--- src/dssr_pkg.sv ---
// Purpose: shared constants and types of the diagnostic status signal router
// Assumes: four status signals, 32-bit route maps, 256 diagnostic numbers
// Notes: parameter port indices and reset values live here only
package dssr_pkg;

    // ----------------------------------------------------------------
    // status signals and map layout
    // ----------------------------------------------------------------
    localparam int NUM_SIG = 4;
    localparam int SIG_FAIL = 0;
    localparam int SIG_CHECK = 1;
    localparam int SIG_OFFSPEC = 2;
    localparam int SIG_MAINT = 3;
    localparam logic [4:0] RANGE_TOP_BIT = 5'h1f;
    localparam int RANGE_LOW_BIT = 16;
    localparam int CFG_TOP_BIT = 15;
    localparam int CFG_LOW_BIT = 1;
    localparam int RSV_BIT = 0;
    localparam int DIAG_AW = 8;

    // ----------------------------------------------------------------
    // parameter port indices
    // ----------------------------------------------------------------
    localparam logic [3:0] IDX_FAIL_MAP = 4'h0;
    localparam logic [3:0] IDX_FAIL_PRI = 4'h4;
    localparam logic [3:0] IDX_DET_EN = 4'h8;
    localparam logic [3:0] IDX_SUPPRESS = 4'h9;

    // ----------------------------------------------------------------
    // reset values and priority bands
    // ----------------------------------------------------------------
    localparam logic [NUM_SIG-1:0][31:0] RST_MAP = {
        32'h000f_0000, 32'h00f0_0000, 32'h0f00_0000, 32'hf000_0000};
    localparam logic [31:0] CFG_FIELD_MASK = 32'h0000_fffe;
    localparam logic [31:0] RST_DET_EN = 32'h0000_0000;
    localparam logic [31:0] RST_SUPPRESS = 32'h0000_0000;
    localparam logic [3:0] RST_PRI = 4'h0;
    localparam logic [3:0] PRI_DISPLAY_LO = 4'h1;
    localparam logic [3:0] PRI_XMIT_LO = 4'h2;
    localparam logic [3:0] PRI_XMIT_HI = 4'hf;

    // ----------------------------------------------------------------
    // carriers
    // ----------------------------------------------------------------
    typedef struct packed {
        logic raise;
        logic [DIAG_AW-1:0] diag_id;
        logic [3:0] range_idx;
        logic [3:0] cfg_bit;
    } dssr_evt_t;

    typedef struct packed {
        logic raise;
        logic [DIAG_AW-1:0] diag_id;
        logic [NUM_SIG-1:0] sig;
        logic [NUM_SIG-1:0] disp;
        logic [NUM_SIG-1:0] xmit;
    } dssr_rpt_t;

    // map bit that governs an event: its configurable slot, else its range
    function automatic logic [4:0] dssr_map_bit(input dssr_evt_t e);
        if (e.cfg_bit != 4'h0) begin
            return {1'b0, e.cfg_bit};
        end
        return RANGE_TOP_BIT - {1'b0, e.range_idx};
    endfunction : dssr_map_bit

endpackage : dssr_pkg

--- src/dssr_route_mem.sv ---
// Purpose: per-diagnostic store of the status signals last assigned
// Assumes: one write and one read port, same clock
// Notes: contents undefined after reset; the owner tracks which are live
`timescale 1ns/1ps
module dssr_route_mem #(
    parameter int AW = 8,
    parameter int DW = 4
) (
    // clock
    input wire logic clk_i,
    // write side
    input wire logic we_i,
    input wire logic [AW-1:0] waddr_i,
    input wire logic [DW-1:0] wdata_i,
    // read side
    input wire logic [AW-1:0] raddr_i,
    output logic [DW-1:0] rdata_o
);

    logic [DW-1:0] mem_q [2**AW];

    always_ff @(posedge clk_i) begin
        if (we_i) begin
            mem_q[waddr_i] <= wdata_i;
        end
    end

    // old data on a same-address collision; the owner forwards
    always_ff @(posedge clk_i) begin
        rdata_o <= mem_q[raddr_i];
    end

endmodule : dssr_route_mem

--- src/dssr_prio_gate.sv ---
// Purpose: display and bus-transmit decision for one status signal
// Assumes: priority is a 4-bit field
// Notes: purely combinational; the owner registers the result
`timescale 1ns/1ps
module dssr_prio_gate
    import dssr_pkg::*;
(
    // settings
    input wire logic [3:0] pri_i,
    input wire logic suppress_i,
    // event routing
    input wire logic route_i,
    // decision
    output logic display_o,
    output logic xmit_o
);

    // priority 1 shows locally only; 0 is ignored outright
    assign display_o = route_i && (pri_i >= PRI_DISPLAY_LO);
    // inverted mask: a set bit keeps the event off the bus only
    assign xmit_o = route_i && !suppress_i
                    && (pri_i >= PRI_XMIT_LO) && (pri_i <= PRI_XMIT_HI);

endmodule : dssr_prio_gate

--- src/dssr_top.sv ---
// Purpose: routes diagnostic events onto four status signals with priorities
// Assumes: events and parameter accesses are synchronous to clk_i
// Notes: report follows an event by two cycles; one event per cycle
`timescale 1ns/1ps
module dssr_top (
    // clock and reset
    input wire logic clk_i,
    input wire logic rst_i,
    // parameter port
    input wire logic cfg_wr_i,
    input wire logic cfg_rd_i,
    input wire logic [3:0] cfg_addr_i,
    input wire logic [31:0] cfg_wdata_i,
    output logic [31:0] cfg_rdata_o,
    output logic cfg_rvalid_o,
    // block mode
    input wire logic out_of_service_mode_i,
    // diagnostic events
    input wire logic evt_valid_i,
    input wire dssr_pkg::dssr_evt_t evt_i,
    // status reports
    output logic rpt_valid_o,
    output dssr_pkg::dssr_rpt_t rpt_o
);
    import dssr_pkg::*;

    // ----------------------------------------------------------------
    // configuration state
    // ----------------------------------------------------------------
    logic [NUM_SIG-1:0][31:0] map_q;
    logic [NUM_SIG-1:0][3:0] pri_q;
    logic [31:0] det_en_q;
    logic [31:0] suppress_q;
    logic [31:0] rd_d;

    // maps are frozen outside out-of-service mode
    always_ff @(posedge clk_i) begin
        if (rst_i) begin
            map_q <= RST_MAP;
        end else if (cfg_wr_i && out_of_service_mode_i) begin
            for (int s = 0; s < NUM_SIG; s++) begin
                if (cfg_addr_i == IDX_FAIL_MAP + 4'(s)) begin
                    map_q[s] <= {cfg_wdata_i[31:1], 1'b0};
                end
            end
        end
    end

    always_ff @(posedge clk_i) begin
        if (rst_i) begin
            pri_q <= {NUM_SIG{RST_PRI}};
        end else if (cfg_wr_i) begin
            for (int s = 0; s < NUM_SIG; s++) begin
                if (cfg_addr_i == IDX_FAIL_PRI + 4'(s)) begin
                    pri_q[s] <= cfg_wdata_i[3:0];
                end
            end
        end
    end

    always_ff @(posedge clk_i) begin
        if (rst_i) begin
            det_en_q <= RST_DET_EN;
            suppress_q <= RST_SUPPRESS;
        end else if (cfg_wr_i) begin
            if (cfg_addr_i == IDX_DET_EN) begin
                det_en_q <= cfg_wdata_i & CFG_FIELD_MASK;
            end
            if (cfg_addr_i == IDX_SUPPRESS) begin
                suppress_q <= cfg_wdata_i;
            end
        end
    end

    // ----------------------------------------------------------------
    // parameter readback
    // ----------------------------------------------------------------
    always_comb begin
        rd_d = 32'h0000_0000;
        for (int s = 0; s < NUM_SIG; s++) begin
            if (cfg_addr_i == IDX_FAIL_MAP + 4'(s)) begin
                rd_d = map_q[s];
            end
            if (cfg_addr_i == IDX_FAIL_PRI + 4'(s)) begin
                rd_d = {28'h000_0000, pri_q[s]};
            end
        end
        if (cfg_addr_i == IDX_DET_EN) begin
            rd_d = det_en_q;
        end
        if (cfg_addr_i == IDX_SUPPRESS) begin
            rd_d = suppress_q;
        end
    end

    always_ff @(posedge clk_i) begin
        if (rst_i) begin
            cfg_rvalid_o <= 1'b0;
            cfg_rdata_o <= 32'h0000_0000;
        end else begin
            cfg_rvalid_o <= cfg_rd_i;
            cfg_rdata_o <= cfg_rd_i ? rd_d : 32'h0000_0000;
        end
    end

    // ----------------------------------------------------------------
    // event pipeline
    // ----------------------------------------------------------------
    logic s1_v_q;
    dssr_evt_t s1_evt_q;
    logic fwd_q;
    logic [NUM_SIG-1:0] fwd_route_q;
    logic [NUM_SIG-1:0] mem_rdata;
    logic [NUM_SIG-1:0] stored;
    logic [NUM_SIG-1:0] fresh;
    logic [NUM_SIG-1:0] route_d;
    logic [NUM_SIG-1:0] disp_d;
    logic [NUM_SIG-1:0] xmit_d;
    logic [2**DIAG_AW-1:0] active_q;
    logic was_active;
    logic [4:0] s1_bit;
    logic supp;

    always_ff @(posedge clk_i) begin
        if (rst_i) begin
            s1_v_q <= 1'b0;
            s1_evt_q <= '0;
        end else begin
            s1_v_q <= evt_valid_i;
            s1_evt_q <= evt_i;
        end
    end

    // the memory cannot see a write made in the same cycle as the read
    always_ff @(posedge clk_i) begin
        if (rst_i) begin
            fwd_q <= 1'b0;
            fwd_route_q <= '0;
        end else begin
            fwd_q <= s1_v_q && (s1_evt_q.diag_id == evt_i.diag_id);
            fwd_route_q <= route_d;
        end
    end

    dssr_route_mem #(
        .AW(DIAG_AW),
        .DW(NUM_SIG)
    ) u_mem (
        .clk_i(clk_i),
        .we_i(s1_v_q),
        .waddr_i(s1_evt_q.diag_id),
        .wdata_i(route_d),
        .raddr_i(evt_i.diag_id),
        .rdata_o(mem_rdata)
    );

    assign stored = fwd_q ? fwd_route_q : mem_rdata;
    assign was_active = active_q[s1_evt_q.diag_id];
    assign s1_bit = dssr_map_bit(s1_evt_q);
    assign supp = suppress_q[s1_bit];

    always_comb begin
        for (int s = 0; s < NUM_SIG; s++) begin
            fresh[s] = map_q[s][s1_bit];
        end
        if (s1_evt_q.cfg_bit != 4'h0 && !det_en_q[s1_evt_q.cfg_bit]) begin
            fresh = '0;
        end
        if (was_active) begin
            route_d = stored;
        end else if (s1_evt_q.raise) begin
            route_d = fresh;
        end else begin
            route_d = '0;
        end
    end

    for (genvar g = 0; g < NUM_SIG; g++) begin : g_gate
        dssr_prio_gate u_gate (
            .pri_i(pri_q[g]),
            .suppress_i(supp),
            .route_i(route_d[g]),
            .display_o(disp_d[g]),
            .xmit_o(xmit_d[g])
        );
    end

    always_ff @(posedge clk_i) begin
        if (rst_i) begin
            active_q <= '0;
        end else if (s1_v_q) begin
            active_q[s1_evt_q.diag_id] <= s1_evt_q.raise;
        end
    end

    always_ff @(posedge clk_i) begin
        if (rst_i) begin
            rpt_valid_o <= 1'b0;
            rpt_o <= '0;
        end else begin
            rpt_valid_o <= s1_v_q;
            if (s1_v_q) begin
                rpt_o <= '{raise: s1_evt_q.raise, diag_id: s1_evt_q.diag_id,
                           sig: route_d, disp: disp_d, xmit: xmit_d};
            end
        end
    end

    // ----------------------------------------------------------------
    // checks
    // ----------------------------------------------------------------
    logic fresh_chk;
    // slot events only count when their slot is detection enabled
    assign fresh_chk = map_q[SIG_CHECK][s1_bit]
                       && (s1_evt_q.cfg_bit == 4'h0 || det_en_q[s1_evt_q.cfg_bit]);

    property p_rsv_zero;
        @(posedge clk_i) disable iff (rst_i)
        cfg_rvalid_o && $past(cfg_addr_i) < IDX_FAIL_PRI |-> cfg_rdata_o[RSV_BIT] == 1'b0;
    endproperty
    a_rsv_zero: assert property (p_rsv_zero) else $error("reserved map bit set");

    property p_cfg_rst;
        @(posedge clk_i)
        $fell(rst_i) |-> map_q[SIG_FAIL] == 32'hf000_0000 && map_q[SIG_MAINT][15:1] == 15'h0;
    endproperty
    a_cfg_rst: assert property (p_cfg_rst) else $error("map reset value wrong");

    property p_range_route;
        @(posedge clk_i) disable iff (rst_i)
        s1_v_q && s1_evt_q.raise && !was_active |=> rpt_o.sig[SIG_CHECK] == $past(fresh_chk);
    endproperty
    a_range_route: assert property (p_range_route) else $error("range not routed");

    property p_no_route;
        @(posedge clk_i) disable iff (rst_i)
        rpt_valid_o && rpt_o.sig == 4'h0 |-> rpt_o.xmit == 4'h0 && rpt_o.disp == 4'h0;
    endproperty
    a_no_route: assert property (p_no_route) else $error("unrouted event reported");

    property p_hold;
        @(posedge clk_i) disable iff (rst_i)
        s1_v_q && was_active |=> rpt_o.sig == $past(stored);
    endproperty
    a_hold: assert property (p_hold) else $error("active route changed");

    property p_xmit_pri;
        @(posedge clk_i) disable iff (rst_i)
        rpt_valid_o && rpt_o.xmit[SIG_OFFSPEC] |-> $past(pri_q[SIG_OFFSPEC]) >= PRI_XMIT_LO;
    endproperty
    a_xmit_pri: assert property (p_xmit_pri) else $error("transmit below priority 2");

    property p_pri_one;
        @(posedge clk_i) disable iff (rst_i)
        rpt_valid_o && $past(pri_q[SIG_CHECK]) == 4'h1
        |-> !rpt_o.xmit[SIG_CHECK] && rpt_o.disp[SIG_CHECK] == rpt_o.sig[SIG_CHECK];
    endproperty
    a_pri_one: assert property (p_pri_one) else $error("priority 1 misused");

    property p_pri_zero;
        @(posedge clk_i) disable iff (rst_i)
        rpt_valid_o && $past(pri_q[SIG_FAIL]) == 4'h0
        |-> !rpt_o.disp[SIG_FAIL] && !rpt_o.xmit[SIG_FAIL];
    endproperty
    a_pri_zero: assert property (p_pri_zero) else $error("priority 0 not ignored");

    property p_suppress;
        @(posedge clk_i) disable iff (rst_i)
        s1_v_q && supp |=> rpt_o.xmit == 4'h0;
    endproperty
    a_suppress: assert property (p_suppress) else $error("suppressed event sent");

    property p_detect;
        @(posedge clk_i) disable iff (rst_i)
        s1_v_q && !was_active && s1_evt_q.cfg_bit != 4'h0 && !det_en_q[s1_evt_q.cfg_bit]
        |=> rpt_o.sig == 4'h0;
    endproperty
    a_detect: assert property (p_detect) else $error("undetected slot recorded");

    property p_latency;
        @(posedge clk_i) disable iff (rst_i)
        evt_valid_i |-> ##2 rpt_valid_o;
    endproperty
    a_latency: assert property (p_latency) else $error("report latency not 2");

endmodule : dssr_top

--- config.mk ---
export PLATFORM = sky130hd
export DESIGN_NAME = dssr_top
export DESIGN_NICKNAME = d
export VERILOG_FILES = /design/src/dssr_pkg.sv /design/src/dssr_route_mem.sv /design/src/dssr_prio_gate.sv /design/src/dssr_top.sv
export SDC_FILE = /design/constraint.sdc
export NUM_CORES = 2
export LEC_CHECK = 0
export ABC_AREA = 1
export BUFFER_PORTS_ARGS = -buffer_cell sky130_fd_sc_hd__buf_2
export CAP_MARGIN = 20
export CORE_ASPECT_RATIO = 1.1
export CORE_MARGIN = 3
export CORE_UTILIZATION = 53
export DETAILED_ROUTE_END_ITERATION = 8
export GPL_TIMING_DRIVEN = 0
export MAX_ROUTING_LAYER = met4
export PLACE_DENSITY = 0.69
export SETUP_SLACK_MARGIN = 0.3
export SLEW_MARGIN = 20
export SYNTH_ARGS = -nofsm -noshare
export SYNTH_HDL_FRONTEND = slang
export SYNTH_HIERARCHICAL = 1
export SYNTH_SLANG_ARGS = --single-unit
--- constraint.sdc ---
create_clock -name clk_i -period 11.5 [get_ports clk_i]
set_input_delay 1.15 -clock clk_i [delete_from_list [all_inputs] [get_ports clk_i]]
set_output_delay 1.15 -clock clk_i [all_outputs]
set_load 0.01 [all_outputs]
==> metrics.md <==
| Metric | Value |
|---|---|
| Worst hold-check path type | `register to register` |
| Clk pwr share | `40.7%` |
| Sw Ratio | `about a quarter` |
| Post-synthesis sequential area ratio | `between 60% and 70%` |
| Pre-CTS setup slack | `6957 ps` |
| CTS tree | `yes` |
| Antenna-violating nets left | `0` |
| Minimum clock period | `4795 ps` |
| Post-cts resize count | `0` |
| Flop-to-flop setup slack | `6700 ps` |
| Root buffer cell | `clkbuf_16` |
| Num Clock Sinks | `around 1500` |
| First-pass GRT wire length | `between 300 and 400 mm` |
| Input/output buffers | `108` |
| Post-Synthesis Cell Area | `67550 um2` |
| Syn nets | `7283` |
| EDFF count, synth | `1024` |
| Pin count of the biggest net entering global routing | `69` |
| Outcome | `finished, final reports clean` |
| Clock transition at path regs | `60 ps` |
| Worst-Margin Slew | `approximately 1300 ps` |
| Final std cell area, no fill | `75740 um2` |
| Site Rows | `136` |
| Crit path launch type | `register` |
| DIE WIDTH | `346.4 um` |
| Clk_skew | `59.35 ps` |
| Leak | `27.62 nW` |
| Share of layout cells above drive strength 1 | `~8.5%` |
| Combinational power share | `10.5%` |
| First-pass DRT Iterations | `7` |
| Initial Util | `53.72%` |
| Most frequent cells in the layout | `1730 x nand2_1, 1203 x nand3_1, 1024 x edfxtp_1` |
| Pint | `between 0.009 and 0.01 W` |
| Sw power | `0.003301 W` |
| GRT Residual Overflow | `0` |
| Max Slew Vio Count | `0` |
| # setup viols final | `0` |
| Max IR drop VDD | `between 0.00015 and 0.0002 V` |
| Crit share post-route | `41.70%` |
| Power density cells | `166.3 nW/um2` |
| Final net count | `7569` |
| Worst-skew pair later-pin latency | `840 ps` |
| Max_cap viols | `0` |
| Hold_buf cts | `0` |
| Path depth of the worst reg2reg path | `14` |
| Routed WL per cell | `28.71 um` |
| Flop pwr share | `48.8%` |
| Core footprint | `125800 um2` |
| Min-Delay Startpoint | `map_q[103]` |
| Final core occ | `between 60% and 70%` |
| Most common cell after layout, fill and taps aside | `nand2_1` |
| Critical Path Sink Type | `register` |
| RR Endpoint | `u_mem/mem_q[3][1]` |
| Setup bufs post-CTS | `0` |
| Rel. slew slack | `about an eighth` |
| DRC viols | `0` |
| Final hold violation count | `0` |
| Total track usage | `40.72%` |
| GP Congestion | `1.026` |
| Crit path largest cell delay | `between 900 and 1000 ps` |
| Worst path most repeated cell | `nor2_1` |
| Initial antenna violation count | `2` |
| Placed cell area | `70610 um2` |
| Via/cell ratio | `6.332` |
| Worst Hold Path Cells | `2` |
| I/O pin cnt | `114` |
| Critical Path RT | `~12000 ps` |
| Top FF cell, synth | `edfxtp_1` |
| Post-DP HPWL | `185.5 mm` |
| CP arrival | `about 5400 ps` |
| Final setup TNS | `0 ps` |
| Worst hold path endpoint | `map_q[103]` |
| Netlist cell types | `37` |
| Fmax achieved | `208.5 MHz` |
| Buffers from clock root to sink, at most | `3` |
| DRT iter0 DRCs | `approximately 8200` |
| Area growth syn-to-layout | `12.11%` |
| H-tree Lvls | `4` |
| #FFs+latches synth | `around 1500` |
| Total die area | `131800 um2` |
| Syn Area/Cell | `slightly above 9 um2` |
| Critical Path, Cell by Cell | `inv_1 -> nor2_1 -> inv_1 -> nor2_1 -> inv_1 -> nor2_1 -> nor2_1 -> nand2_1 -> nor2_4 -> nand2_2 -> nand2_1 -> nand2_4 -> buf_12 -> buf_16` |
| CTS buffer count | `160` |
| Final WL | `267.0 mm` |
| Asr flop ratio synth | `0%` |
| WHS | `464.8 ps` |
| Vias | `roughly 59000` |
| Worst r2r src | `s1_evt_q[12]` |
| Die height | `380.4 um` |
| CP Class | `register to register` |
| RSZ-0062 raised after global routing | `no` |
| Slowest stage cell, crit path | `nor2_1` |
| Warning count from the yosys run | `6` |
| Fillers | `10970` |
| Cell count after synthesis | `7224` |
| Number of global-route vias before repair | `roughly 55000` |
| Final worst-path setup slack | `6705 ps` |
| Crit Path Max Fanout | `64` |
==> layer usage <==
layer / global-route usage, % / wire length, um / up-vias
met5: - / 0 / -
met4: 28.23 / 22510 / 0
met3: 8.286 / 29630 / 1087
met2: 62.07 / 121000 / 4132
met1: 48.72 / 93790 / 28040
li1: - / - / 25620
==> power groups by stage <==
stage / Sequential [W] / Clock [W] / Combinational [W]
CTS: 0.00614 / 0.00516 / 0.00128
floorplan: 0.00633 / 0 / 0.000658
finish: 0.00614 / 0.00513 / 0.00132
global route: 0.00614 / 0.00538 / 0.00138
detailed placement: 0.00626 / 0 / 0.00128
global placement: 0.00644 / 0 / 0.00120
==> cell usage after synthesis (all sizes together) (2+ instances only) <==
master / count / area share [%]
nand2: 1737 / 9.7
nand3: 1203 / 8.9
edfxtp: 1024 / 46
nor2: 662 / 3.7
dfxtp: 525 / 16
a21oi: 462 / 3.5
inv: 345 / 1.9
o21ai: 325 / 2.4
clkbuf: 298 / 1.7
buf: 282 / 2.8
a311oi: 254 / 3.3
o22ai: 34 / 0.31
o211ai: 18 / 0.20
a31oi: 16 / 0.15
nor3: 6 / 0.044
a211oi: 5 / 0.056
o21bai: 5 / 0.056
clkinv: 4 / 0.022
mux2: 4 / 0.067
o2111ai: 4 / 0.052
a221oi: 3 / 0.039
xor2: 3 / 0.039
xnor2: 2 / 0.026
==> worst max-delay path, delay by kind of cell (launching register included) <==
kind / cells / cell delay, ps
flip-flops: 1 / 660
AND/OR/NAND/NOR: 9 / 2460
buffers and inverters: 5 / 1350
==> metrics by stage <==
step,cells,total power (W)
floorplan,7224,0.006987
global placement,8988,0.007638
global route,9297,0.01290
CTS,9296,0.01258
finish,9299,0.01260
detailed placement,9004,0.007537
==> cell families after synthesis <==
logic type,Yosys count,share of synthesized area [%]
simple gates,3610,22.37
flops,1549,61.08
compound gates,1127,10.04
buf+inv,929,6.377
xor+xnor,5,0.06484
mux,4,0.06667
==> sequential cells by signal (all words and copies together), names as in the netlist, 4 cells and up <==
name,cells
det_en_q,15
rpt_o,21
u_mem/mem_q,1024
suppress_q,32
cfg_rdata_o,32
u_mem/rdata_o,4
map_q,124
s1_evt_q,17
fwd_route_q,4
active_q,256
pri_q,16
==> worst max path at each step <==
stage                      start                  to  slack, ps  cells after the start
floorplan           s1_evt_q[11]   u_mem/mem_q[0][2]       5920                     14
global placement    s1_evt_q[12]  u_mem/mem_q[47][2]         20                     12
detailed placement  s1_evt_q[12]  u_mem/mem_q[12][1]       6960                     14
CTS                 s1_evt_q[12]   u_mem/mem_q[6][1]       6950                     14
global route        s1_evt_q[12]            rpt_o[4]       6650                     18
finish              s1_evt_q[12]   u_mem/mem_q[3][1]       6700                     14
==> cell type report <==
cell class | instances | area [um2] | area share, %
flip-flops and latches | 1549 | 41260 | 54.48
clock inverters | 77 | 729.5 | 0.9632
diodes | 3 | 7.507 | 0.009912
well taps | 1656 | 2072 | 2.736
multi-input cells | 4746 | 22020 | 29.07
inverters | 349 | 1318 | 1.740
plain buffers | 580 | 3005 | 3.968
repair buffers | 124 | 943.4 | 1.246
clock buffers | 215 | 4384 | 5.789
No activity file was read; power rests on OpenSTA's default activity.
